`config.mk`:
```
export PLATFORM = sky130hd
export DESIGN_NAME = dhbi_host_port
export DESIGN_NICKNAME = d
export VERILOG_FILES = /design/src/rtl/dhbi_baud_gen.v /design/src/rtl/dhbi_host_port.v
export VERILOG_INCLUDE_DIRS = /design/src /design/src/common
export SDC_FILE = /design/constraint.sdc
export NUM_CORES = 1
export LEC_CHECK = 0
export CAP_MARGIN = 20
export CORE_ASPECT_RATIO = 0.9
export CORE_MARGIN = 2
export CORE_UTILIZATION = 40
export CTS_CLUSTER_SIZE = 14
export DETAILED_ROUTE_END_ITERATION = 12
export DONT_BUFFER_PORTS = 1
export HOLD_SLACK_MARGIN = 0.02
export SLEW_MARGIN = 30
export SYNTH_ARGS = -nofsm -noshare
export SYNTH_HDL_FRONTEND = slang
export SYNTH_SLANG_ARGS = --single-unit
```
`constraint.sdc`:
```
create_clock -name i_clk_sys -period 2.3 [get_ports i_clk_sys]
set_input_delay 0.115 -clock i_clk_sys [delete_from_list [all_inputs] [get_ports i_clk_sys]]
set_output_delay 0.115 -clock i_clk_sys [all_outputs]
set_load 0.01 [all_outputs]
```
`src/common/dhbi_map.vh`:
```
// register map, field positions, reset values and timing constants for the host front end
`ifndef DHBI_MAP_VH
`define DHBI_MAP_VH

`define DHBI_ADDR_MODE_ZERO_CHAN_A 4'h0
`define DHBI_ADDR_MODE_ZERO_CHAN_B 4'h8
`define DHBI_ADDR_CSRA 4'h1
`define DHBI_ADDR_CSRB 4'h9
`define DHBI_ADDR_ISR 4'h5
`define DHBI_ADDR_IMR 4'h5
`define DHBI_ADDR_OPCR 4'hd
`define DHBI_ADDR_IVR 4'hc
`define DHBI_ADDR_CTU 4'h6
`define DHBI_ADDR_CTL 4'h7
`define DHBI_ADDR_IPCFG 4'he

`define DHBI_IVR_RST 8'h0f
`define DHBI_ZERO8 8'h00
`define DHBI_MR0_EXT_BIT 0
`define DHBI_MR0_DEPTH_BIT 3
`define DHBI_MR0_EXT_LSB 0
`define DHBI_MR0_EXT_MSB 2
`define DHBI_ISR_TXB_BIT 4
`define DHBI_ISR_RXB_BIT 5
`define DHBI_ISR_TXA_BIT 0
`define DHBI_ISR_RXA_BIT 1
`define DHBI_ISR_CT_BIT 3

`define DHBI_DEPTH_SHALLOW 5'h08
`define DHBI_DEPTH_DEEP 5'h10
`define DHBI_ACK_EDGES 2'h2

`define DHBI_CLKSEL_EXT 4'hf
`define DHBI_CLKSEL_CT 4'he
`define DHBI_NUM_RATES 5'h1c

`endif

```
`src/rtl/dhbi_baud_gen.v`:
```
// baud generator: one 16x enable pulse per rate, derived from the crystal clock
`timescale 1ns/1ps
module dhbi_baud_gen #(
  parameter NRATES = 32,
  parameter DW = 16
) (
  input wire i_clk_sys,
  input wire i_rst,
  input wire [NRATES*DW-1:0] i_divisors,
  output wire [NRATES-1:0] o_rate_en
);
  // divisors are counts of crystal clocks per 16x tick, so every rate scales
  // in proportion to the crystal frequency
  genvar g;
  generate
    for (g = 0; g < NRATES; g = g + 1) begin : g_rate
      reg [DW-1:0] cnt_r;
      wire [DW-1:0] div_w = i_divisors[g*DW +: DW];
      always @(posedge i_clk_sys) begin
        if (i_rst) begin
          cnt_r <= {DW{1'b0}};
        end else if (cnt_r >= div_w - 1'b1) begin
          cnt_r <= {DW{1'b0}};
        end else begin
          cnt_r <= cnt_r + 1'b1;
        end
      end
      assign o_rate_en[g] = (cnt_r == {DW{1'b0}}) && (div_w != {DW{1'b0}});
    end
  endgenerate
endmodule

```
`src/rtl/dhbi_host_port.v`:
```
// acknowledge-style host port, interrupt control, fifo depth and clock selection
`timescale 1ns/1ps
// What this block does
// pin seven mirrors channel b tx interrupt
// input pins zero/one: gpio or cts
// input pin two: gpio or timer clock
// external tx clock shifts on falling edge
// external rx clock samples on rising edge
// acknowledge cycle drives vector and acknowledge
// single active-low interrupt from eight conditions
// mask selects which conditions interrupt
// status register shows active conditions
// interrupt pins become open-drain active low
// fifo fill limit 8 or 16
// one depth bit, thresholds follow it
// grounded mode pin selects acknowledge bus
// vector register at 0xc, reset 0x0f
// acknowledge after two clock edges
// early chip-select release aborts acknowledge
// generator outputs are 16x rates
// mode bit 0 adds fast rates
// channel a field governs both channels
// four selectors pick rate or external, except rx b, which has no external clock
// rates scale with crystal clock
// counter/timer divides clock for 16x
// host drives read high, write low
// reset clears mask, status, config
// release acknowledge and bus on deassert
`include "dhbi_map.vh"
module dhbi_host_port #(
  parameter NRATES = 32,
  parameter DW = 16,
  parameter [NRATES*DW-1:0] RATE_DIVISORS = {NRATES{16'h0018}}
) (
  input wire i_clk_sys,
  input wire i_rst,
  input wire i_mode_sel,
  input wire i_chip_select_n,
  input wire i_read_strobe_n,
  input wire i_write_strobe_n,
  input wire [3:0] i_addr,
  input wire [7:0] i_data,
  output reg [7:0] o_data,
  output wire o_data_oe,
  output wire o_transfer_acknowledge_n,
  output wire o_transfer_acknowledge_oe,
  input wire [6:0] i_input_pins,
  input wire [7:0] i_isr_events,
  output wire o_irq_request_n_oe,
  output wire [7:0] o_output_pins,
  output wire [7:0] o_output_pins_oe,
  output wire [4:0] o_fifo_limit,
  output wire o_cts_a_n,
  output wire o_cts_b_n,
  output wire o_ct_ext_clk_en,
  output wire o_tx_clk_en_a,
  output wire o_rx_clk_en_a,
  output wire o_tx_clk_en_b,
  output wire o_rx_clk_en_b,
  output wire [7:0] o_input_port
);
  //----------------------------------------
  // pin synchronisers
  //----------------------------------------
  reg [10:0] sync1_r;
  reg [10:0] sync2_r;
  reg [6:0] ip_d_r;
  always @(posedge i_clk_sys) begin
    sync1_r <= {i_mode_sel, i_chip_select_n, i_read_strobe_n, i_write_strobe_n, i_input_pins};
    sync2_r <= sync1_r;
  end
  wire [6:0] ip_s = sync2_r[6:0];
  wire wrn_s = sync2_r[7];
  wire rdn_s = sync2_r[8];
  wire csn_s = sync2_r[9];
  wire ack_mode = ~sync2_r[10];
  // in ack mode the write strobe pin carries read/write select
  wire rw_sel = wrn_s;
  wire iack_n = ack_mode ? ip_s[6] : 1'b1;
  // edge history follows the pins through reset too, so no false edge follows it
  always @(posedge i_clk_sys) begin
    ip_d_r <= ip_s;
  end
  //----------------------------------------
  // registers
  //----------------------------------------
  reg [7:0] mode_zero_chan_a_r;
  reg [7:0] mode_zero_chan_b_r;
  reg [7:0] csra_r;
  reg [7:0] csrb_r;
  reg [7:0] imr_r;
  reg [7:0] isr_r;
  reg [7:0] opcr_r;
  reg [7:0] ivr_r;
  reg [7:0] ipcfg_r;
  reg [15:0] ct_div_r;
  //----------------------------------------
  // bus cycle sequencer
  //----------------------------------------
  localparam ST_IDLE = 2'h0;
  localparam ST_WAIT = 2'h1;
  localparam ST_ACK = 2'h2;
  reg [1:0] st_r;
  reg [1:0] st_nxt;
  reg [1:0] edge_r;
  reg iack_cyc_r;
  wire sel_n = csn_s & iack_n;
  always @* begin
    st_nxt = st_r;
    case (st_r)
      ST_IDLE: begin
        if (ack_mode && !sel_n) begin
          st_nxt = ST_WAIT;
        end
      end
      ST_WAIT: begin
        if (sel_n) begin
          st_nxt = ST_IDLE;
        end else if (edge_r == `DHBI_ACK_EDGES - 2'h1) begin
          st_nxt = ST_ACK;
        end
      end
      ST_ACK: begin
        if (sel_n) begin
          st_nxt = ST_IDLE;
        end
      end
      default: begin
        st_nxt = ST_IDLE;
      end
    endcase
  end
  always @(posedge i_clk_sys) begin
    if (i_rst) begin
      st_r <= ST_IDLE;
      edge_r <= 2'h0;
      iack_cyc_r <= 1'b0;
    end else begin
      st_r <= st_nxt;
      if (st_r == ST_IDLE) begin
        edge_r <= 2'h0;
        iack_cyc_r <= ~iack_n;
      end else if (st_r == ST_WAIT) begin
        edge_r <= edge_r + 2'h1;
      end
    end
  end
  wire ack_on = (st_r == ST_ACK);
  assign o_transfer_acknowledge_n = ~ack_on;
  assign o_transfer_acknowledge_oe = ack_mode;
  wire is_read = iack_cyc_r | rw_sel;
  assign o_data_oe = ack_on & is_read;
  // writes commit once, on the move into the acknowledge state
  wire wr_stb = (st_r == ST_WAIT) && (st_nxt == ST_ACK) && !iack_cyc_r && !rw_sel;
  //----------------------------------------
  // register writes and status
  //----------------------------------------
  wire imr_wr = wr_stb && (i_addr == `DHBI_ADDR_IMR);
  always @(posedge i_clk_sys) begin
    if (i_rst) begin
      mode_zero_chan_a_r <= `DHBI_ZERO8;
      mode_zero_chan_b_r <= `DHBI_ZERO8;
      csra_r <= `DHBI_ZERO8;
      csrb_r <= `DHBI_ZERO8;
      imr_r <= `DHBI_ZERO8;
      opcr_r <= `DHBI_ZERO8;
      ivr_r <= `DHBI_IVR_RST;
      ipcfg_r <= `DHBI_ZERO8;
      ct_div_r <= 16'h0000;
    end else if (wr_stb) begin
      if (i_addr == `DHBI_ADDR_MODE_ZERO_CHAN_A) begin
        mode_zero_chan_a_r <= i_data;
      end else if (i_addr == `DHBI_ADDR_MODE_ZERO_CHAN_B) begin
        mode_zero_chan_b_r <= i_data;
      end else if (i_addr == `DHBI_ADDR_CSRA) begin
        csra_r <= i_data;
      end else if (i_addr == `DHBI_ADDR_CSRB) begin
        csrb_r <= i_data;
      end else if (imr_wr) begin
        imr_r <= i_data;
      end else if (i_addr == `DHBI_ADDR_OPCR) begin
        opcr_r <= i_data;
      end else if (i_addr == `DHBI_ADDR_IVR) begin
        ivr_r <= i_data;
      end else if (i_addr == `DHBI_ADDR_IPCFG) begin
        ipcfg_r <= i_data;
      end else if (i_addr == `DHBI_ADDR_CTU) begin
        ct_div_r[15:8] <= i_data;
      end else if (i_addr == `DHBI_ADDR_CTL) begin
        ct_div_r[7:0] <= i_data;
      end
    end
  end
  // status follows the live channel conditions; the channels own their clearing
  always @(posedge i_clk_sys) begin
    if (i_rst) begin
      isr_r <= `DHBI_ZERO8;
    end else begin
      isr_r <= i_isr_events;
    end
  end
  //----------------------------------------
  // read data
  //----------------------------------------
  always @(posedge i_clk_sys) begin
    if (i_rst) begin
      o_data <= `DHBI_ZERO8;
    end else if (st_r == ST_WAIT) begin
      if (iack_cyc_r) begin
        o_data <= ivr_r;
      end else if (i_addr == `DHBI_ADDR_MODE_ZERO_CHAN_A) begin
        o_data <= mode_zero_chan_a_r;
      end else if (i_addr == `DHBI_ADDR_MODE_ZERO_CHAN_B) begin
        o_data <= {mode_zero_chan_b_r[7:3], 3'h0};
      end else if (i_addr == `DHBI_ADDR_ISR) begin
        o_data <= isr_r;
      end else if (i_addr == `DHBI_ADDR_IVR) begin
        o_data <= ivr_r;
      end else if (i_addr == `DHBI_ADDR_OPCR) begin
        o_data <= opcr_r;
      end else if (i_addr == `DHBI_ADDR_IPCFG) begin
        o_data <= ipcfg_r;
      end else if (i_addr == `DHBI_ADDR_CSRA) begin
        o_data <= csra_r;
      end else if (i_addr == `DHBI_ADDR_CSRB) begin
        o_data <= csrb_r;
      end else begin
        o_data <= {1'b0, ip_s};
      end
    end
  end
  //----------------------------------------
  // interrupt outputs
  //----------------------------------------
  wire [7:0] active = isr_r & imr_r;
  // open-drain: only ever pulled low
  assign o_irq_request_n_oe = |active;
  // opcr bits 7..3 turn pins 7..3 into discrete interrupt pins
  wire [4:0] irq_src = {isr_r[`DHBI_ISR_TXB_BIT], isr_r[`DHBI_ISR_TXA_BIT],
                        isr_r[`DHBI_ISR_RXB_BIT], isr_r[`DHBI_ISR_RXA_BIT],
                        isr_r[`DHBI_ISR_CT_BIT]};
  genvar p;
  generate
    for (p = 3; p < 8; p = p + 1) begin : g_op
      assign o_output_pins[p] = 1'b0;
      assign o_output_pins_oe[p] = opcr_r[p] ? irq_src[p-3] : 1'b1;
    end
    for (p = 0; p < 3; p = p + 1) begin : g_op_lo
      assign o_output_pins[p] = 1'b1;
      assign o_output_pins_oe[p] = 1'b1;
    end
  endgenerate
  //----------------------------------------
  // input pin functions and fifo depth
  //----------------------------------------
  assign o_cts_a_n = ipcfg_r[0] ? ip_s[0] : 1'b0;
  assign o_cts_b_n = ipcfg_r[1] ? ip_s[1] : 1'b0;
  assign o_ct_ext_clk_en = ipcfg_r[2] & ip_d_r[2] & ~ip_s[2];
  assign o_input_port = {1'b0, ip_s};
  assign o_fifo_limit = mode_zero_chan_a_r[`DHBI_MR0_DEPTH_BIT] ?
                        `DHBI_DEPTH_DEEP : `DHBI_DEPTH_SHALLOW;
  //----------------------------------------
  // clock selection
  //----------------------------------------
  wire [NRATES-1:0] rate_en;
  dhbi_baud_gen #(
    .NRATES(NRATES),
    .DW(DW)
  ) u_baud_gen (
    .i_clk_sys(i_clk_sys),
    .i_rst(i_rst),
    .i_divisors(RATE_DIVISORS),
    .o_rate_en(rate_en)
  );
  // counter/timer runs as a square wave of half period ct_div_r; its high-to-low
  // transition is the 16x tick, so the tick period is twice the divisor
  reg [15:0] ct_cnt_r;
  reg ct_phase_r;
  always @(posedge i_clk_sys) begin
    if (i_rst) begin
      ct_cnt_r <= 16'h0000;
      ct_phase_r <= 1'b0;
    end else if (ct_cnt_r <= 16'h0001) begin
      ct_cnt_r <= ct_div_r;
      ct_phase_r <= ~ct_phase_r;
    end else begin
      ct_cnt_r <= ct_cnt_r - 16'h0001;
    end
  end
  wire ct_tick = (ct_cnt_r == 16'h0001) && ct_phase_r;
  function sel_clk;
    input [3:0] code;
    input ext_edge;
    input ext_ok;
    input [NRATES-1:0] rates;
    input [2:0] ext_field;
    input ct;
    reg [4:0] idx;
    begin
      idx = {1'b0, code};
      // extended rate field lifts every rate code (0x0 to 0xd) to the fast table half; the external and counter/timer codes ignore it
      if (ext_field[`DHBI_MR0_EXT_BIT]) begin
        idx = {1'b1, code};
      end
      if (code == `DHBI_CLKSEL_EXT) begin
        sel_clk = ext_ok & ext_edge;
      end else if (code == `DHBI_CLKSEL_CT) begin
        sel_clk = ct;
      end else begin
        sel_clk = rates[idx];
      end
    end
  endfunction
  wire [2:0] ext_field = mode_zero_chan_a_r[`DHBI_MR0_EXT_MSB:`DHBI_MR0_EXT_LSB];
  wire fall3 = ip_d_r[3] & ~ip_s[3];
  wire rise4 = ~ip_d_r[4] & ip_s[4];
  wire fall5 = ip_d_r[5] & ~ip_s[5];
  assign o_tx_clk_en_a = sel_clk(csra_r[3:0], fall3, 1'b1, rate_en, ext_field, ct_tick);
  assign o_rx_clk_en_a = sel_clk(csra_r[7:4], rise4, 1'b1, rate_en, ext_field, ct_tick);
  assign o_tx_clk_en_b = sel_clk(csrb_r[3:0], fall5, 1'b1, rate_en, ext_field, ct_tick);
  assign o_rx_clk_en_b = sel_clk(csrb_r[7:4], 1'b0, 1'b0, rate_en, ext_field, ct_tick);
endmodule

```
==> summary.md, run 1 <==
| Metric | Value |
|---|---|
| Outcome | `finished with violations` |
| Violated checks | `negative setup slack` |
| Clock Sink Count | `around 650` |
| Final Power | `approximately 24000 µW` |
| Fillcell total | `about 4800` |
| DP Cell Count | `around 3400` |
| Fin cells | `3552` |
| Number of synthesized flops with an enable pin | `0` |
| Antenna violations before repair | `4` |
| Synth Instances | `2153` |
| PD cells | `833 mW/mm²` |
| GPL Wtd Cong | `slightly below 0.9` |
| Worst path top cell family by delay | `buffers and inverters` |
| Most frequent cells in the layout | `638 x dfxtp_1, 367 x conb_1, 255 x nor2_1` |
| Initial DRC Count | `around 940` |
| Worst Path Buf+Inv | `4` |
| Worst setup path class | `flop to primary output` |
| Clk_skew | `between 15 and 20 ps` |
| Clk slew on worst S/H paths | `60 ps` |
| Tot GR Track Use | `around 17%` |
| #FFs+latches synth | `651` |
| LEAKAGE | `0.0123 µW` |
| Max incr delay on CP | `between 400 and 500 ps` |
| Grt ovf | `0` |
| Routed wire per std cell | `around 14 µm` |
| Final wirelength | `approximately 50 mm` |
| Placeable Area | `0.0545 mm²` |
| Post-synthesis sequential area ratio | `58.8%` |
| Boundary Pins | `between 80 and 90` |
| # rows | `81` |
| Cell mode on critical path | `buf_4` |
| Post-synth top area cell | `dfxtp_1` |
| Startpoint types | `flop` |
| Pin count of the biggest net entering global routing | `between 100 and 150` |
| Crit. End Element | `primary output` |
| CTS tree | `built` |
| Reg area | `between 0.01 and 0.015 mm²` |
| Max Cap Viol | `0` |
| Max VDD drop | `744 µV` |
| Slew @ Worst Pin | `697 ps` |
| Synthesis warning total | `0` |
| Synth top area cells | `dfxtp_1 59%, nor2_1 4.3%, ha_1 3.8%` |
| Clock latency on the worst-skew pair | `between 500 and 600 ps` |
| Worst min path class | `input pin to flop` |
| Synth Area per Inst | `10.3 µm²` |
| Clock tree buffer depth | `3` |
| 1st-pass router iterations | `5` |
| CP arrival | `a little under 3000 ps` |
| Vias in the first global route | `about 16000` |
| Top cell type's share of synthesized area | `58.8%` |
| Final hold violations | `0` |
| Post-Syn Area | `0.0222 mm²` |
| Setup violation total in the final timing report | `4` |
| Worst-path cell chain | `inv_2 -> ha_4 -> nor4b_4 -> nand4_1 -> buf_4 -> buf_4 -> mux4_2 -> nand2_2 -> o311ai_4 -> o211ai_4 -> buf_6` |
| First-pass GRT wire length | `79.1 mm` |
| Data required time of the worst path | `around 2200 ps` |
| R2r setup slk | `around 70 ps` |
| Commonest non-fill, non-tap cell in the layout | `dfxtp_1` |
| Port-buffer cells | `0` |
| Via count of the routed design | `between 15000 and 20000` |
| Final Worst Setup Slack | `-702 ps` |
| Die Y | `around 230 µm` |
| Via density | `4.66` |
| Area of the multi-input gates | `~0.010 mm²` |
| CTS Root Cell | `clkbuf_16` |
| H-tree levels | `3` |
| Share of the clock period used by the worst path | `131%` |
| Top_reg_cell synth | `dfxtp_1` |
| CTS buffer count | `66` |
| Rel. slew slack | `around 53%` |
| Initial Util | `just over 40%` |
| Share of layout cells above drive strength 1 | `16.2%` |
| CP max stage cell | `mux4_2` |
| Post-route ant nets | `0` |
| Max FO, Critical Path | `3` |
| HPWL Detailed | `~33 mm` |
| DRC Markers | `0` |
| Fmax | `0.333 GHz` |
| RSZ-0062 raised after global routing | `yes` |
| Max Slew Vio Count | `0` |
| Area growth from synthesis to layout | `31.4%` |
| Nets | `a little under 3000` |
| Cell variety after synth | `72` |
| Ys async rst share | `0%` |
| Fin crit period | `roughly 3000 ps` |
| Die Area | `approximately 0.057 mm²` |
| Chip Width | `around 250 µm` |
-- registers in the layout (all words and copies together), names as in the netlist --
name                     flops
csra_r                       8
ipcfg_r                      8
ip_d_r                       4
isr_r                        8
o_data                       8
imr_r                        8
ct_cnt_r                    16
mode_zero_chan_a_r           8
u_baud_gen.g_rate.cnt_r    512
edge_r                       2
opcr_r                       8
ct_phase_r                   1
iack_cyc_r                   1
mode_zero_chan_b_r           5
ct_div_r                    16
sync1_r                     10
st_r                         2
sync2_r                     10
csrb_r                       8
ivr_r                        8
-- timing repair --
action                                 4_1_cts  5_1_grt
hold buffers                                60        2
gates resized for setup                     55       53
cloned                                       0        0
endpoints found under the hold margin      285        6
setup endpoints to repair                    4       13
buffers inserted                            11        1
pin swaps                                   22       19
-- cells in the mapped netlist (5+ instances only) --
cell	n
o22ai_1	5
mux2_2	11
or4_1	5
nor4b_1	32
buf_2	14
a311oi_1	7
nor2_1	256
a31oi_1	5
a21o_1	30
nand2b_1	11
ha_1	67
a21oi_1	106
dfxtp_1	651
nand2_1	127
and2_1	6
a211oi_1	25
mux2i_1	58
nand4_1	60
o21ai_0	18
a211o_1	16
buf_4	23
nor2b_1	19
nand3_1	101
o31ai_1	6
a22oi_1	7
o211ai_1	6
nor3_1	53
xor2_1	61
clkbuf_1	54
nor4_1	67
mux4_2	5
buf_1	7
xnor2_1	42
inv_1	112
and3_1	12
a221oi_1	7
-- per-layer routing --
layer | wire (µm) | GRT usage (%) | part of all wire (%)
met1 | 21300 | 20.8 | 43
met4 | 1390 | 6.78 | 2.8
met3 | 2940 | 3.59 | 5.9
met5 | 26 | 0 | 0.053
met2 | 23800 | 30.3 | 48
-- metrics by stage --
step,hold slack [ps],setup TNS [ps],area [µm²],setup WS [ps],utilization (%)
5_1_grt,38.6,-3000,29100,-830,53.4
4_1_cts,24.3,-2600,28900,-715,53.0
3_5_place_dp,143,-721,25700,-299,47.2
3_3_place_gp,143,-499,25700,-241,47.2
2_1_floorplan,143,0,23500,206,-
6_report,62.7,-2520,29100,-702,53.4
-- kinds of logic (layout without fill, tap and decap cells) --
family	count (synthesis)	count (layout)	share of synthesized area (%)
flip-flops	651	651	58.8
AO/OA/AOI/OAI	265	265	7.94
AND/OR/NAND/NOR	779	779	17.5
buffers and inverters	211	537	4.04
other	2	370	0.0339
multiplexers	75	75	3.81
adder cells (fa/ha/maj)	67	67	3.78
XOR/XNOR	103	103	4.07
-- worst paths after layout --
path                                                     start       endpoint  depth (start not counted)
worst max-delay path            u_baud_gen.g_rate[18].cnt_r[1]  o_rx_clk_en_b                         11
worst min register to register                      sync1_r[2]     sync2_r[2]                          0
worst min-delay path                           i_input_pins[4]     sync1_r[4]                          1
worst max register to register                       csrb_r[7]      o_data[7]                          7
-- final cells by class --
class | instances | share of cell area (%)
Timing Repair Buffer | 307 | 8.56
Clock inverter | 24 | 0.911
Sequential cell | 651 | 44.8
Tap cell | 705 | 3.03
Multi-Input combinational cell | 1656 | 34.6
Inverter | 113 | 1.46
Antenna cell | 3 | 0.0258
Clock buffer | 93 | 6.64
-- where the power goes --
group,total [µW],leakage (µW),internal [µW],switching (µW)
logic,1570,0.00586,738,828
clock network,10700,0.00108,6340,4320
registers,12000,0.00540,11800,239
total,24300,0.0123,18900,5380
Note: power is estimated with default switching activity, not from simulation.
==> run 2: changes to the inputs <==
ABC_AREA = 1   (was unset)
==> run 2 against run 1 <==
  * The flow still finishes with violations (negative setup slack)
  * Hold slack better by 17 ps
  * Largest cell class unchanged
  * Combinational power hardly changed
  * Sequential power barely moved
  * Final area shrank 0.97%
  * Clock skew rose by 14 ps
==> summary.md, run 2 <==
| Metric | Value |
|---|---|
| Outcome | `finished with violations` |
| Violated checks | `negative setup slack` |
| PD cells | `812 mW/mm² (-2.5%)` |
| Biggest register | `u_baud_gen.g_rate.cnt_r` |
| Synth Area in XOR/XNOR | `2.16% (-1.9 points)` |
| Clock tree buffer depth | `3 (unchanged)` |
| HPWL Detailed | `35.1 mm (+6.6%)` |
| Fin cells | `4059 (+14%)` |
| Setup TNS | `-214 ps (+2310 ps)` |
| CTS tree | `built` |
| GPL Wtd Cong | `0.897 (+3.0%)` |
| Die Y | `232 µm (+2.1%)` |
| #FFs+latches synth | `651 (unchanged)` |
| Post-synthesis mux area share | `0% (-3.8 points)` |
| Final wirelength | `50.5 mm (+2.0%)` |
| Worst Setup EP | `o_tx_clk_en_a` |
| Post-synthesis simple-gate area fraction | `24.1% (+6.6 points)` |
| Post-synthesis adder-cell area fraction | `3.62% (-0.16 points)` |
| Chip Width | `257 µm (+2.1%)` |
| Synth Instances | `2772 (+29%)` |
| Worst path top cell family by delay | `simple AND/OR/NAND/NOR gates` |
| Crit. End Element | `primary output` |
| Ant diodes | `0 (-3)` |
| 1st-pass router iterations | `5 (unchanged)` |
| Max FO, Critical Path | `4 (+1)` |
| LEAKAGE | `0.0126 µW (+2.2%)` |
| Via count of the routed design | `18100 (+9.3%)` |
| Share of the clock period used by the worst path | `103% (-27 points)` |
| Die Area | `0.0598 mm² (+4.3%)` |
| Largest family of logic cells by synthesized area | `simple AND/OR/NAND/NOR gates` |
| Clk slew on worst S/H paths | `60 ps (about the same)` |
| Data required time of the worst path | `2180 ps (about the same)` |
| H-tree levels | `2 (-1)` |
| Boundary Pins | `81 (unchanged)` |
| Post-synthesis sequential area ratio | `56.3% (-2.5 points)` |
| Initial Util | `40.5% (-0.14 points)` |
| Fin crit period | `2380 ps (-625 ps)` |
| Setup violation total in the final timing report | `4 (unchanged)` |
| Fmax | `0.421 GHz (+26%)` |
| Vias in the first global route | `17000 (+4.7%)` |
| Worst min path class | `input pin to flop` |
| Synth top area cells | `dfxtp_1 56%, nor2_1 8.5%, nand2_1 8.1%` |
| Max Cap Viol | `0 (unchanged)` |
| Final hold violations | `0 (unchanged)` |
| RSZ-0062 raised after global routing | `yes` |
| DP Worst Slack | `279 ps (+577 ps)` |
| CP startpoint | `u_baud_gen.g_rate[21].cnt_r[1]` |
| Nets | `3345 (+16%)` |
| Worst Path Buf+Inv | `1 (-3)` |
| Max Slew Vio Count | `0 (unchanged)` |
| Worst-path cell chain | `inv_1 -> ha_2 -> nand3_2 -> nor2_2 -> nand2_2 -> nand2_2 -> nand3_2 -> nand2_1 -> nand3_1 -> nand3_1 -> nand2_1 -> nand3_1 -> nand2_1 -> nand2_2` |
| Reg2reg path depth | `14 (+7)` |
| Util after Layout | `50.5% (-2.9 points)` |
| Grt ovf | `0 (unchanged)` |
| Worst r2r dst | `o_data[4]` |
| Top Registers | `u_baud_gen.g_rate.cnt_r (512), ct_cnt_r (16), ct_div_r (16)` |
| Clock Sink Count | `651 (unchanged)` |
| CP max stage cell | `dfxtp_2` |
| Synth Area per Inst | `8.35 µm² (-19%)` |
| Crit Reg-Reg Startpoint | `csrb_r[4]` |
| Most frequent cells in the layout | `598 x dfxtp_1, 460 x nor2_1, 444 x nand2_1` |
| Top cell type's share of synthesized area | `56.3% (-2.5 points)` |
| Pin count of the biggest net entering global routing | `62 (-50%)` |
| Share of layout cells above drive strength 1 | `13.9% (-2.3 points)` |
| Area growth from synthesis to layout | `24.7%` |
| Routed wire per std cell | `12.4 µm (-11%)` |
| Placeable Area | `0.0571 mm² (+4.8%)` |
| Initial DRC Count | `1151 (+23%)` |
| Rel. slew slack | `63.0% (+9.8 points)` |
| Top_reg_cell synth | `dfxtp_1` |
| Critical path depth | `14 (+3)` |
| Slew @ Worst Pin | `554 ps (-143 ps)` |
| Synth Area in Compound Gates | `6.90% (-1.0 points)` |
| # rows | `83 (+2.5%)` |
| Final Worst Setup Slack | `-76.5 ps (+625 ps)` |
| Max incr delay on CP | `320 ps (-160 ps)` |
| Cell variety after synth | `46 (-36%)` |
| CP arrival | `2260 ps (-630 ps)` |
| Ys async rst share | `0% (unchanged)` |
| Cell with the most instances after synthesis | `dfxtp_1` |
| CTS buffer count | `60 (-9.1%)` |
| Startpoint types | `flop` |
| Top post-synthesis cells by count | `651 x dfxtp_1, 523 x nor2_1, 501 x nand2_1` |
| Port-buffer cells | `0 (unchanged)` |
| Post-synth top area cell | `dfxtp_1` |
| Tot GR Track Use | `16.9% (-0.40 points)` |
| Post-Syn Area | `0.0231 mm² (+4.4%)` |
| Via density | `4.46 (-4.3%)` |
| DRC Markers | `0 (unchanged)` |
| Synthesis warning total | `0 (unchanged)` |
| Commonest non-fill, non-tap cell in the layout | `dfxtp_1` |
| DP Cell Count | `3859 (+15%)` |
| Max reg flops | `512 (unchanged)` |
| R2r setup slk | `170 ps (+100 ps)` |
| Clock latency on the worst-skew pair | `630 ps (+40 ps)` |
| Fillcell total | `5364 (+12%)` |
| Max VDD drop | `592 µV (-20%)` |
| CTS Root Cell | `clkbuf_16` |
| Antenna violations before repair | `1 (-3)` |
| Worst setup path class | `flop to primary output` |
| Clk_skew | `30.5 ps (+13.7 ps)` |
| Post-route ant nets | `0 (unchanged)` |
| Number of synthesized flops with an enable pin | `0 (unchanged)` |
| First-pass GRT wire length | `82.3 mm (+4.0%)` |
[run 2: cell count changes after synthesis, moves of 41 or more]
cell and delta:
xnor2_1 -41, nand3_1 +70, o21ai_0 +82, nor4_1 -57
nand2_1 +374, inv_1 +177, mux2i_1 -58, nor2_1 +267
[run 2: area by class of cell]
class | instances | area [µm²] | share of cell area, %
clock buffer | 87 | 1700 | 5.90
timing repair inverter | 1 | 5.00 | 0.0174
clock inverter | 24 | 278 | 0.963
timing repair buffer | 111 | 998 | 3.46
multi-input combinational | 2110 | 10600 | 36.8
sequential | 651 | 13100 | 45.4
inverter | 310 | 1180 | 4.11
tap | 765 | 957 | 3.32
[run 2: worst reg2reg max path, stage by stage (launching register included)]
cell	delay, ps
dfxtp_2	390
buf_4	210
nand3_1	100
nand3_1	90
nand3_1	80
nand2_1	80
nand2_1	70
nand2_1	60
nand2_1	60
nand2_1	80
nand2_1	60
nand2_1	70
nand2_1	70
a21oi_2	110
dlygate4sd3_1	550
[run 2: repair_timing]
| action | CTS | global route |
|---|---|---|
| gates cloned | 0 | 1 |
| gates resized for setup | 172 | 129 |
| buffers inserted | 26 | 12 |
| hold endpoints to repair | 238 | 0 |
| pin swaps | 84 | 70 |
| hold buffers | 50 | 0 |
| setup endpoints to repair | 4 | 7 |
[run 2: worst min path at each step]
stage,from,end,slack (ps),cells past startpoint
CTS,i_addr[1],o_data[5],40,7
detailed placement,i_write_strobe_n,sync1_r[7],140,0
finish,i_addr[1],o_data[5],80,7
floorplan,i_input_pins[0],sync1_r[0],140,0
global placement,i_input_pins[1],sync1_r[1],140,0
global route,i_rst,isr_r[7],100,2
[run 2: report_power, final]
group	switching (µW)	internal, µW
registers	232	11800
logic	1020	560
clock network	4130	5710
total	5380	18000
[run 2: metrics by stage]
stage                     power, µW  hold slack [ps]  instance area, µm²
after floorplan               13400              143               24500
after global placement        13600              143               25200
after detailed placement      13600              143               25200
after CTS                     23700             36.3               28400
after global routing          24500             96.9               28800
final                         23400             79.2               28800
[run 2: cell families (layout without fill, tap and decap cells)]
| family | count (synthesis) | after routing |
|---|---|---|
| XOR/XNOR | 57 | 57 |
| buffers and inverters | 376 | 533 |
| other | 2 | 367 |
| adder cells (fa/ha/maj) | 67 | 67 |
| flip-flops | 651 | 651 |
| AND/OR/NAND/NOR | 1332 | 1332 |
| AO/OA/AOI/OAI | 287 | 287 |
[run 2: metal layers]
metal | global-route usage (%) | wire length [µm] | vias up
met1 | 22.3 | 23100 | 8280
met4 | 5.11 | 1100 | 0
met5 | 0 | 0 | -
met3 | 3.14 | 2870 | 85
li1 | - | - | 9343
met2 | 27.9 | 23400 | 386
